==> src/shared/sweep_consts.vh <==
`ifndef SWEEP_CONSTS_VH
`define SWEEP_CONSTS_VH
// ==========================================================
// serial word layout
`define WORD_BITS 16
`define ADDR_MSB 15
`define ADDR_LSB 12
`define ADDR_CONTROL 4'h0
`define DATA_MSB 11
// ==========================================================
// control field positions inside the 12 data bits
`define F_LOAD24 11
`define F_DAC_EN 10
`define F_SINE 9
`define F_MSB_PIN_EN 8
`define F_CONT_GATED 7
`define F_GATE_SRC 6
`define F_STEP_SRC 5
`define F_PROFILE 4
`define F_SYNC_EVT 3
`define F_SYNC_PIN_EN 2
`define CTRL_RESET 12'h003
// ==========================================================
// timing
`define SYNC_PULSE_CLKS 3'h4
`define BIT_CNT_LAST 4'hf
`endif

==> src/hw/pin_sync3.v <==
`timescale 1ns/1ps
`default_nettype none
module pin_sync3 #(
  parameter RST_VAL = 1'b0
) (
  input wire i_sys_clk,
  input wire i_arst_n,
  input wire i_pin,
  output reg o_level
);
  reg s1_ff;
  reg s2_ff;
  reg s3_ff;
  // ==========================================================
  // three stages, change accepted when stage two and three agree
  always @(posedge i_sys_clk or negedge i_arst_n)
  begin
    if (!i_arst_n)
    begin
      s1_ff <= RST_VAL;
      s2_ff <= RST_VAL;
      s3_ff <= RST_VAL;
      o_level <= RST_VAL;
    end
    else
    begin
      s1_ff <= i_pin;
      s2_ff <= s1_ff;
      s3_ff <= s2_ff;
      if (s2_ff == s3_ff)
        o_level <= s3_ff;
    end
  end
endmodule
`default_nettype wire

==> src/hw/serial_word_rx.v <==
`timescale 1ns/1ps
`default_nettype none
`include "sweep_consts.vh"
module serial_word_rx (
  input wire i_sys_clk,
  input wire i_arst_n,
  input wire i_sclk,
  input wire i_sdata,
  input wire i_frame_n,
  output reg o_word_valid,
  output reg [`WORD_BITS-1:0] o_word
);
  reg sclk_prev_ff;
  reg [3:0] bit_cnt_ff;
  reg [`WORD_BITS-1:0] shift_ff;
  wire fall = sclk_prev_ff & ~i_sclk;
  // ==========================================================
  // shift msb first on falling serial clock while frame is low
  always @(posedge i_sys_clk or negedge i_arst_n)
  begin
    if (!i_arst_n)
    begin
      sclk_prev_ff <= 1'b1;
      bit_cnt_ff <= 4'h0;
      shift_ff <= 16'h0000;
      o_word_valid <= 1'b0;
      o_word <= 16'h0000;
    end
    else
    begin
      sclk_prev_ff <= i_sclk;
      o_word_valid <= 1'b0;
      if (i_frame_n)
        bit_cnt_ff <= 4'h0; // partial word dropped
      else if (fall)
      begin
        shift_ff <= {shift_ff[`WORD_BITS-2:0], i_sdata};
        bit_cnt_ff <= bit_cnt_ff + 4'h1;
        if (bit_cnt_ff == `BIT_CNT_LAST)
        begin
          o_word_valid <= 1'b1;
          o_word <= {shift_ff[`WORD_BITS-2:0], i_sdata};
        end
      end
    end
  end
endmodule
`default_nettype wire

==> src/hw/sweep_mode_control.v <==
`timescale 1ns/1ps
`default_nettype none
`include "sweep_consts.vh"
// Contract
// - control selected by address nibble zero
// - msb pin tri-state when its enable clear
// - continuous mode outputs whole step window
// - gated mode outputs only burst length
// - rest of window held at midscale
// - external steps: window set by trigger
// - gate source only when gated, external step
// - external gate: trigger level gates burst
// - internal gate: burst counted from length
// - internal stepping ignores gate source
// - external stepping advances on trigger edge
// - internal stepping advances on interval expiry
// - profile one: sawtooth, restart after last
// - profile zero: up then down sweep
// - sync high at sweep end until next
// - sync four-clock pulse on up step
// - sync enable drives sync pin
// - sync pin tri-state when disabled
module sweep_mode_control (
  input wire i_sys_clk,
  input wire i_arst_n,
  input wire i_sclk,
  input wire i_sdata,
  input wire i_frame_n,
  input wire i_trigger_pin,
  input wire i_cycle_tick,
  input wire i_interval_in_cycles,
  input wire i_burst_in_cycles,
  input wire [10:0] i_step_interval,
  input wire [10:0] i_burst_len,
  input wire [11:0] i_step_count,
  input wire i_phase_msb,
  output reg o_msb_digital_output,
  output reg o_msb_oe,
  output reg o_sync_output_pin,
  output reg o_sync_oe,
  output reg o_midscale,
  output reg o_step_up,
  output reg o_step_down,
  output reg o_sweep_restart,
  output reg [11:0] o_step_index,
  output reg o_running,
  output reg o_load24,
  output reg o_dac_enable,
  output reg o_sine_select
);
  localparam ST_IDLE = 1'b0;
  localparam ST_RUN = 1'b1;
  // ==========================================================
  // pin synchronisers and serial receiver
  wire sclk_s;
  wire sdata_s;
  wire frame_n_s;
  wire trig_s;
  wire word_valid;
  wire [`WORD_BITS-1:0] word;
  pin_sync3 #(.RST_VAL(1'b1)) u_sync_sclk (
    .i_sys_clk(i_sys_clk),
    .i_arst_n(i_arst_n),
    .i_pin(i_sclk),
    .o_level(sclk_s)
  );
  pin_sync3 #(.RST_VAL(1'b0)) u_sync_sdata (
    .i_sys_clk(i_sys_clk),
    .i_arst_n(i_arst_n),
    .i_pin(i_sdata),
    .o_level(sdata_s)
  );
  pin_sync3 #(.RST_VAL(1'b1)) u_sync_frame (
    .i_sys_clk(i_sys_clk),
    .i_arst_n(i_arst_n),
    .i_pin(i_frame_n),
    .o_level(frame_n_s)
  );
  pin_sync3 #(.RST_VAL(1'b0)) u_sync_trig (
    .i_sys_clk(i_sys_clk),
    .i_arst_n(i_arst_n),
    .i_pin(i_trigger_pin),
    .o_level(trig_s)
  );
  serial_word_rx u_rx (
    .i_sys_clk(i_sys_clk),
    .i_arst_n(i_arst_n),
    .i_sclk(sclk_s),
    .i_sdata(sdata_s),
    .i_frame_n(frame_n_s),
    .o_word_valid(word_valid),
    .o_word(word)
  );
  // ==========================================================
  // control register
  reg [`DATA_MSB:0] sweep_control_ff;
  // load only on a complete word carrying address zero
  always @(posedge i_sys_clk or negedge i_arst_n)
  begin
    if (!i_arst_n)
      sweep_control_ff <= `CTRL_RESET;
    else if (word_valid && word[`ADDR_MSB:`ADDR_LSB] == `ADDR_CONTROL)
      sweep_control_ff <= word[`DATA_MSB:0]; // low two bits kept as written
  end
  wire continuous_or_gated = sweep_control_ff[`F_CONT_GATED];
  wire gate_source_select = sweep_control_ff[`F_GATE_SRC];
  wire step_trigger_source = sweep_control_ff[`F_STEP_SRC];
  wire saw_profile = sweep_control_ff[`F_PROFILE];
  wire sync_event_select = sweep_control_ff[`F_SYNC_EVT];
  // external gate only in gated mode with external stepping
  wire gate_external = ~continuous_or_gated & step_trigger_source & gate_source_select;
  // ==========================================================
  // trigger edge detect
  reg trig_prev_ff;
  always @(posedge i_sys_clk or negedge i_arst_n)
  begin
    if (!i_arst_n)
      trig_prev_ff <= 1'b0;
    else
      trig_prev_ff <= trig_s;
  end
  wire trig_rise = trig_s & ~trig_prev_ff;
  // ==========================================================
  // window and burst timing
  reg state_ff;
  reg [10:0] win_cnt_ff;
  reg [10:0] burst_cnt_ff;
  wire win_tick = i_interval_in_cycles ? i_cycle_tick : 1'b1;
  wire burst_tick = i_burst_in_cycles ? i_cycle_tick : 1'b1;
  wire interval_done = win_tick && (win_cnt_ff >= i_step_interval - 11'h001);
  reg advance;
  // step source choice
  always @*
  begin
    advance = 1'b0;
    if (state_ff == ST_RUN)
    begin
      if (step_trigger_source)
        advance = trig_rise;
      else
        advance = interval_done;
    end
  end
  reg live;
  // waveform live or held at midscale
  always @*
  begin
    if (continuous_or_gated)
      live = 1'b1;
    else if (gate_external)
      live = trig_s;
    else
      live = burst_cnt_ff < i_burst_len;
  end
  // window and burst counters restart on each step
  always @(posedge i_sys_clk or negedge i_arst_n)
  begin
    if (!i_arst_n)
    begin
      state_ff <= ST_IDLE;
      win_cnt_ff <= 11'h000;
      burst_cnt_ff <= 11'h000;
    end
    else
    begin
      case (state_ff)
        ST_IDLE:
        begin
          win_cnt_ff <= 11'h000;
          burst_cnt_ff <= 11'h000;
          if (trig_rise)
            state_ff <= ST_RUN;
        end
        ST_RUN:
        begin
          if (advance)
          begin
            win_cnt_ff <= 11'h000;
            burst_cnt_ff <= 11'h000;
          end
          else
          begin
            if (win_tick && !interval_done)
              win_cnt_ff <= win_cnt_ff + 11'h001;
            if (burst_tick && burst_cnt_ff < i_burst_len)
              burst_cnt_ff <= burst_cnt_ff + 11'h001;
          end
        end
        default:
          state_ff <= ST_IDLE;
      endcase
    end
  end
  // ==========================================================
  // sweep profile
  reg [11:0] idx_ff;
  reg dir_down_ff;
  reg [11:0] nxt_idx;
  reg nxt_dir_down;
  reg up_step;
  reg down_step;
  reg restart;
  // next position, direction and step events
  always @*
  begin
    nxt_idx = idx_ff;
    nxt_dir_down = dir_down_ff;
    up_step = 1'b0;
    down_step = 1'b0;
    restart = 1'b0;
    if (advance)
    begin
      if (saw_profile)
      begin
        nxt_dir_down = 1'b0;
        if (idx_ff >= i_step_count)
        begin
          nxt_idx = 12'h000;
          restart = 1'b1;
        end
        else
        begin
          nxt_idx = idx_ff + 12'h001;
          up_step = 1'b1;
        end
      end
      else if (!dir_down_ff)
      begin
        if (idx_ff >= i_step_count)
        begin
          nxt_dir_down = 1'b1;
          nxt_idx = idx_ff - 12'h001;
          down_step = 1'b1;
        end
        else
        begin
          nxt_idx = idx_ff + 12'h001;
          up_step = 1'b1;
        end
      end
      else if (idx_ff == 12'h000)
      begin
        nxt_dir_down = 1'b0;
        nxt_idx = 12'h001;
        up_step = 1'b1;
        restart = 1'b1;
      end
      else
      begin
        nxt_idx = idx_ff - 12'h001;
        down_step = 1'b1;
      end
    end
  end
  // end of sweep: saw at last step, triangle back at start
  wire at_end = saw_profile ? (nxt_idx >= i_step_count) : (nxt_dir_down && nxt_idx == 12'h000);
  always @(posedge i_sys_clk or negedge i_arst_n)
  begin
    if (!i_arst_n)
    begin
      idx_ff <= 12'h000;
      dir_down_ff <= 1'b0;
    end
    else
    begin
      idx_ff <= nxt_idx;
      dir_down_ff <= nxt_dir_down;
    end
  end
  // ==========================================================
  // sync event generation
  reg end_of_sweep_ff;
  reg [2:0] pulse_cnt_ff;
  always @(posedge i_sys_clk or negedge i_arst_n)
  begin
    if (!i_arst_n)
    begin
      end_of_sweep_ff <= 1'b0;
      pulse_cnt_ff <= 3'h0;
    end
    else
    begin
      if (advance)
        end_of_sweep_ff <= at_end;
      if (up_step)
        pulse_cnt_ff <= `SYNC_PULSE_CLKS;
      else if (pulse_cnt_ff != 3'h0)
        pulse_cnt_ff <= pulse_cnt_ff - 3'h1;
    end
  end
  // ==========================================================
  // registered outputs
  always @(posedge i_sys_clk or negedge i_arst_n)
  begin
    if (!i_arst_n)
    begin
      o_msb_digital_output <= 1'b0;
      o_msb_oe <= 1'b0;
      o_sync_output_pin <= 1'b0;
      o_sync_oe <= 1'b0;
      o_midscale <= 1'b1;
      o_step_up <= 1'b0;
      o_step_down <= 1'b0;
      o_sweep_restart <= 1'b0;
      o_step_index <= 12'h000;
      o_running <= 1'b0;
      o_load24 <= 1'b0;
      o_dac_enable <= 1'b0;
      o_sine_select <= 1'b0;
    end
    else
    begin
      o_msb_digital_output <= i_phase_msb;
      o_msb_oe <= sweep_control_ff[`F_MSB_PIN_EN];
      if (sync_event_select)
        o_sync_output_pin <= end_of_sweep_ff;
      else
        o_sync_output_pin <= (pulse_cnt_ff != 3'h0);
      o_sync_oe <= sweep_control_ff[`F_SYNC_PIN_EN];
      o_midscale <= (state_ff != ST_RUN) | ~live;
      o_step_up <= up_step;
      o_step_down <= down_step;
      o_sweep_restart <= restart;
      o_step_index <= nxt_idx;
      o_running <= (state_ff == ST_RUN);
      o_load24 <= sweep_control_ff[`F_LOAD24];
      o_dac_enable <= sweep_control_ff[`F_DAC_EN];
      o_sine_select <= sweep_control_ff[`F_SINE];
    end
  end
endmodule
`default_nettype wire

==> config.mk <==
export PLATFORM = sky130hd
export DESIGN_NAME = sweep_mode_control
export DESIGN_NICKNAME = d
export VERILOG_FILES = /design/src/hw/pin_sync3.v /design/src/hw/serial_word_rx.v /design/src/hw/sweep_mode_control.v
export VERILOG_INCLUDE_DIRS = /design/src /design/src/shared
export SDC_FILE = /design/constraint.sdc
export NUM_CORES = 1
export LEC_CHECK = 0
export BUFFER_PORTS_ARGS = -buffer_cell sky130_fd_sc_hd__buf_2
export CELL_PAD_IN_SITES_DETAIL_PLACEMENT = 0
export CELL_PAD_IN_SITES_GLOBAL_PLACEMENT = 1
export CORE_MARGIN = 8
export CORE_UTILIZATION = 40
export CTS_BUF_LIST = sky130_fd_sc_hd__clkbuf_16
export CTS_CLUSTER_SIZE = 24
export DETAILED_ROUTE_END_ITERATION = 12
export PLACE_DENSITY = 0.77
export SLEW_MARGIN = 40
export SYNTH_ARGS = -nofsm -noshare
export SYNTH_HDL_FRONTEND = slang
export SYNTH_SLANG_ARGS = --single-unit
==> constraint.sdc <==
create_clock -name i_sys_clk -period 4.5 [get_ports i_sys_clk]
set_clock_uncertainty 0.05 [all_clocks]
set_input_delay 0.9 -clock i_sys_clk [delete_from_list [all_inputs] [get_ports i_sys_clk]]
set_output_delay 0.9 -clock i_sys_clk [all_outputs]
set_load 0.005 [all_outputs]
* Word level (Yosys, flattened, before mapping)
Index checks and enable logic that the tools add are counted.
Cells by class: order comparisons 4, muxes and demuxes 43, bitwise operators 11, reduce and logical (&&, ||, !) cells 14, equal/unequal tests 7, $add $sub $neg 7
Operators by type and width (count):
- two-way mux 12 bit | 6
- two-way mux 11 bit | 4
- case mux 11 bit (2 select lines) | 2
- two-way mux 1 bit | 27
- >= comparator 12 bit | 2
- logical NOT 12 bit | 2
- adder 11 x 1 -> 11 bit, second input constant | 2
- adder 12 x 1 -> 12 bit, second input constant | 1
- subtractor 12 x 1 -> 12 bit, second input constant | 1
- >= comparator 11 bit | 1
- less-than comparator 11 bit | 1
- subtractor 11 x 1 -> 11 bit, second input constant | 1
- two-way mux 4 bit | 2
- two-way mux 3 bit | 2
- inequality test 3 x 1 -> 1 bit, second input constant | 2
- inverter 1 bit | 6
- logical AND 1 bit | 5
- adder 4 x 1 -> 4 bit, second input constant | 1
- bitwise AND 1 bit | 4
- == test 1 bit | 4
- == test 4 bit, second input constant | 1
- logical NOT 4 bit | 1
- nonzero test 2 bit | 2
- AND reduction 3 bit | 1
- 5 further kinds | 5
Storage, ports and cells: input port bits 44, flip-flop bits (word level) 118, logic and storage cells 128, output and inout port bits 24

* Depth between registers and ports, before layout
word-level depth 9, depth in mapped cells 23, depth with buffers taken out 22

* Cells and area by module
Synthesis repeated with hierarchy kept, for this count alone.
Unflattened totals: cell total of the unflattened synthesis 583, area total of the unflattened synthesis 6378.6 um2
By module, submodules not included:
- sweep_mode_control | sequential area each 1577.8 um2, instances 1, cells an instance 477, area an instance 4455.5 um2
- serial_word_rx | sequential area each 927.1 um2, instances 1, cells an instance 86, area an instance 1467.7 um2
- pin_sync3 at u_sync_frame ... | sequential area each 105.1 um2, instances 2, cells an instance 5, area an instance 116.4 um2
- pin_sync3 at u_sync_sdata ... | sequential area each 100.1 um2, instances 2, cells an instance 5, area an instance 111.4 um2

* Worst setup path before layout
OpenSTA, ideal clock, no wires.
path type input-to-reg, start point input port i_step_interval[5], end point register end_of_sweep_ff, data arrival time 4.721 ns, required time 4.321 ns, setup slack -0.400 ns, library setup time 0.129 ns, cell stages on the path 22, buffers on the path 1, path through nor4_1 nand2_1 nor4_1 xnor2_1 ha_1 nand4_1 nor3_1 nand2_1 o21ai_1 clkbuf_1 nand2_1 o21a_1 ha_1 nand2b_1 a21o_1 a21o_1 a21o_1 a211oi_1 o31a_1 o21bai_1 a31oi_1 o31ai_2
On the way: cells in the longest elaborated chain, start to end 9, elaborated cells between the ends (all ways) 11, those cells by class add/sub (1); order compare (2); mux (5); reduce/logical (3)
Ends and longest elaborated chain:
- start, declared | RTL line sweep_mode_control.v:33 | input wire [10:0] i_step_interval,
- subtractor 11 x 1 -> 11 bit * | RTL line sweep_mode_control.v:130 | wire interval_done = win_tick && (win_cnt_ff >= i_step_interval - 11'h001);
- >= comparator 11 bit * | RTL line sweep_mode_control.v:130
- logical AND 1 bit * | RTL line sweep_mode_control.v:130
- two-way mux 1 bit * | RTL line sweep_mode_control.v:138 | if (step_trigger_source)
- two-way mux 1 bit * | RTL line sweep_mode_control.v:136 | if (state_ff == ST_RUN)
- parallel branches: the longest is 4 deep, another holds >= comparator 12 bit
- end signal, assigned | RTL line sweep_mode_control.v:284 | end_of_sweep_ff <= at_end;
- end, declared | RTL line sweep_mode_control.v:272 | reg end_of_sweep_ff;
Every way passes the cells marked *. A chain may end at the register's enable or synchronous reset.

* Worst setup path in the final report
Ends and elaborated chain as after synthesis.

==> results.sh <==
export IMPL_final_max_slew_viol_count=0
export IMPL_clkLatencyLatePin_ps=410
export IMPL_n_antenna_cell=0
export IMPL_hold_buffers=0
export IMPL_yosys_cell_types_count=55
export IMPL_gp_congestion=0.8715
export IMPL_synth_warnings=0
export IMPL_pwr_share_seq=0.413
export IMPL_vias_per_cell=5.274
export IMPL_p_sw_mw=0.9661
export IMPL_total_power_mw=3.204
export IMPL_worstPathRequired_ps=4730
export IMPL_globalRouteTotalUtil=0.1484
export IMPL_mostFrequentLayoutCell="dfrtp_1"
export IMPL_critPathMaxFanout=4
export IMPL_cts_tree="yes"
export IMPL_cts_setup_buffers=0
export IMPL_ys_ff_latch=114
export IMPL_end_kind="flop"
export IMPL_min_path_type="reg -> reg"
export IMPL_cellPowerDensity_mw_per_mm2=425.1
export IMPL_h_tree_depth=4
export IMPL_die_width_microns=139.1
export IMPL_pwr_share_comb=0.204
export IMPL_grt_antenna_before_repair=0
export IMPL_synth_edf_count=0
export IMPL_die_area_sq_mm=0.01935
export IMPL_max_stage_delay_ps=330
export IMPL_cts_root_buf="clkbuf_16"
export IMPL_min_period_over_period=0.9760
export IMPL_start_kind="input pin"
export IMPL_p_clk_frac=0.383
export IMPL_drv_cap=0
export IMPL_tightest_slew_ps=748.0
export IMPL_drive_above_1_share=0.2932
export IMPL_drtAntennaViolNets=0
export IMPL_r2r_slack_ps=110
export IMPL_crit_chain="buf_2 -> nor4_4 -> nand2_1 -> nor4_2 -> xnor2_1 -> ha_1 -> nand2_1 -> o21ai_2 -> a31oi_2 -> o21ai_4 -> a21o_1 -> o21a_1 -> ha_1 -> nand2b_1 -> a21o_1 -> a21o_1 -> a21o_1 -> a211oi_2 -> o31a_1 -> o21bai_1 -> a31oi_1 -> o31ai_2"
export IMPL_holdPathEnd="u_sync_sdata.s2_ff"
export IMPL_fp_coreArea_sq_mm=0.01503
export IMPL_hold_path_depth=0
export IMPL_final_util=0.5014
export IMPL_drt_wl_total_microns=13740
export IMPL_seq_area_frac_synth=0.4727
export IMPL_async_flop_share=1.000
export IMPL_dominantRegCellSynth="dfrtp_1"
export IMPL_slowest_stage="nor4_4"
export IMPL_overflow=0
export IMPL_irDropWorstVdd_v=0.0002519
export IMPL_fp_dieH_microns=139.1
export IMPL_synth_fp_nets=670
export IMPL_finalSetupViolations=0
export IMPL_grt_pass1_wl_microns=23490
export IMPL_io_buffers=67
export IMPL_first_global_vias=4886
export IMPL_rsz0062_at_grt="true"
export IMPL_internal_power_mw=2.238
export IMPL_cts_max_path_buffers=2
export IMPL_drtPass1Iterations=5
export IMPL_critical_path_buf_inv_count=1
export IMPL_fmax_mhz=227.7
export IMPL_areaGrowthSynthToFinish_pct=24.33
export IMPL_drt_iter0_markers=344
export IMPL_min_period_ps=4392
export IMPL_cp_arrival_ps=4620
export IMPL_worstRegToRegCells=18
export IMPL_timing_rr_end="end_of_sweep_ff"
export IMPL_cts_sinks=114
export IMPL_numCtsBuffers=17
export IMPL_fin_nets=790
export IMPL_drc=0
export IMPL_syn_area_sq_mm=0.006062
export IMPL_via_count=4715
export IMPL_crit_type="in -> reg"
export IMPL_layout_common_cells="104 x dfrtp_1, 66 x buf_2, 53 x ha_1"
export IMPL_place_hpwl_microns=10320
export IMPL_p_leak_nw=3.774
export IMPL_cp_top_family="compound AO/OA/AOI/OAI gates"
export IMPL_reg2reg_from="o_step_index[1]"
export IMPL_cp_common_cell="a21o_1"
export IMPL_start_util=0.4032
export IMPL_rows=45
export IMPL_cts_resized=0
export IMPL_synthCells=573
export IMPL_max_slew_margin_rel=0.5001
export IMPL_outcome="finished, final reports clean"
export IMPL_wl_per_cell_microns=15.37
export IMPL_grt_max_degree=86
export IMPL_worstHoldStart="u_sync_sdata.s1_ff"
export IMPL_hold_viol=0
export IMPL_io_pins=68
export IMPL_clkSlewWorstSetupHoldPaths_ps=50
export IMPL_syn_avg_cell_area_sq_um=10.58
export IMPL_switching_share=0.3015
==> power groups by stage <==
stage | logic, mW | registers, mW | clock network [mW]
4_1_cts | 0.662 | 1.33 | 1.25
2_1_floorplan | 0.467 | 1.29 | 0
5_1_grt | 0.757 | 1.35 | 1.30
3_5_place_dp | 0.658 | 1.34 | 0
3_3_place_gp | 0.619 | 1.33 | 0
6_report | 0.654 | 1.32 | 1.23
==> area by class of cell <==
class	count	area (sq um)
Fill cell	1341	7496
Inverter	33	123.9
Timing Repair Buffer	116	711.9
Tap cell	188	235.2
Sequential cell	114	2865
Clock inverter	15	118.9
Multi-Input combinational cell	411	3057
Clock buffer	17	425.4
==> worst max-delay path by stage <==
stage                        from               to  slack [ps]  cells past startpoint
4_1_cts        i_step_interval[2]  end_of_sweep_ff          50                     22
2_1_floorplan  i_step_interval[2]  end_of_sweep_ff           3                     22
6_report       i_step_interval[5]  end_of_sweep_ff         110                     22
5_1_grt        i_step_interval[5]  end_of_sweep_ff        -190                     22
3_5_place_dp   i_step_interval[2]  end_of_sweep_ff        -330                     22
3_3_place_gp   i_step_interval[2]  end_of_sweep_ff        -190                     22
==> cell usage after synthesis (11+ instances only) <==
cell type | number | share of area
dfrtp_1 | 104 | 0.43
ha_1 | 53 | 0.11
nor2_1 | 47 | 0.029
nand2_1 | 39 | 0.024
mux2_2 | 35 | 0.065
inv_1 | 33 | 0.020
a21oi_1 | 32 | 0.026
xnor2_1 | 16 | 0.023
o21ai_0 | 15 | 0.012
or3_1 | 15 | 0.015
xor2_1 | 14 | 0.020
o21ai_1 | 13 | 0.011
clkbuf_1 | 12 | 0.0074
nor3_1 | 12 | 0.0099
nand4_1 | 11 | 0.011
==> sequential cells by signal, summed over array words and instances (netlist names), 3 cells and up <==
name              cells
u_rx.o_word          14
o_step_index         12
u_rx.bit_cnt_ff       4
burst_cnt_ff         11
win_cnt_ff           11
sweep_control_ff     10
pulse_cnt_ff          3
u_rx.shift_ff        15
==> per-stage QoR <==
step | worst slack [ps] | TNS [ps] | hold slack [ps] | std cells | cell area [sq um]
floorplan | 2.610 | 0 | 281.2 | 573 | 6108
global placement | -192.8 | -192.8 | 284.9 | 862 | 6965
detailed placement | -334.2 | -334.2 | 285.5 | 862 | 6969
CTS | 50.51 | 0 | 305.0 | 894 | 7513
global route | -191.8 | -191.8 | 307.4 | 894 | 7537
finish | 108.1 | 0 | 303.0 | 894 | 7537
==> per-layer routing <==
| layer | GRT usage | vias up | part of all wire |
|---|---|---|---|
| li1 | - | 2289 | - |
| met1 | 0.1816 | 2288 | 0.45 |
| met2 | 0.2457 | 119 | 0.48 |
| met3 | 0.04062 | 19 | 0.053 |
| met4 | 0.05546 | 0 | 0.016 |
| met5 | 0 | - | 0 |
==> logic make-up (layout without fill, tap and decap cells) <==
logic type | after synthesis | in the layout | synth area share
AO/OA/AOI/OAI | 111 | 111 | 0.1148
XOR/XNOR | 30 | 30 | 0.04334
adder cells (fa/ha/maj) | 57 | 57 | 0.1160
buffers and inverters | 48 | 181 | 0.03240
flip-flops | 114 | 114 | 0.4727
multiplexers | 44 | 44 | 0.08091
AND/OR/NAND/NOR | 169 | 169 | 0.1399
Note: power is estimated with default switching activity, not from simulation.
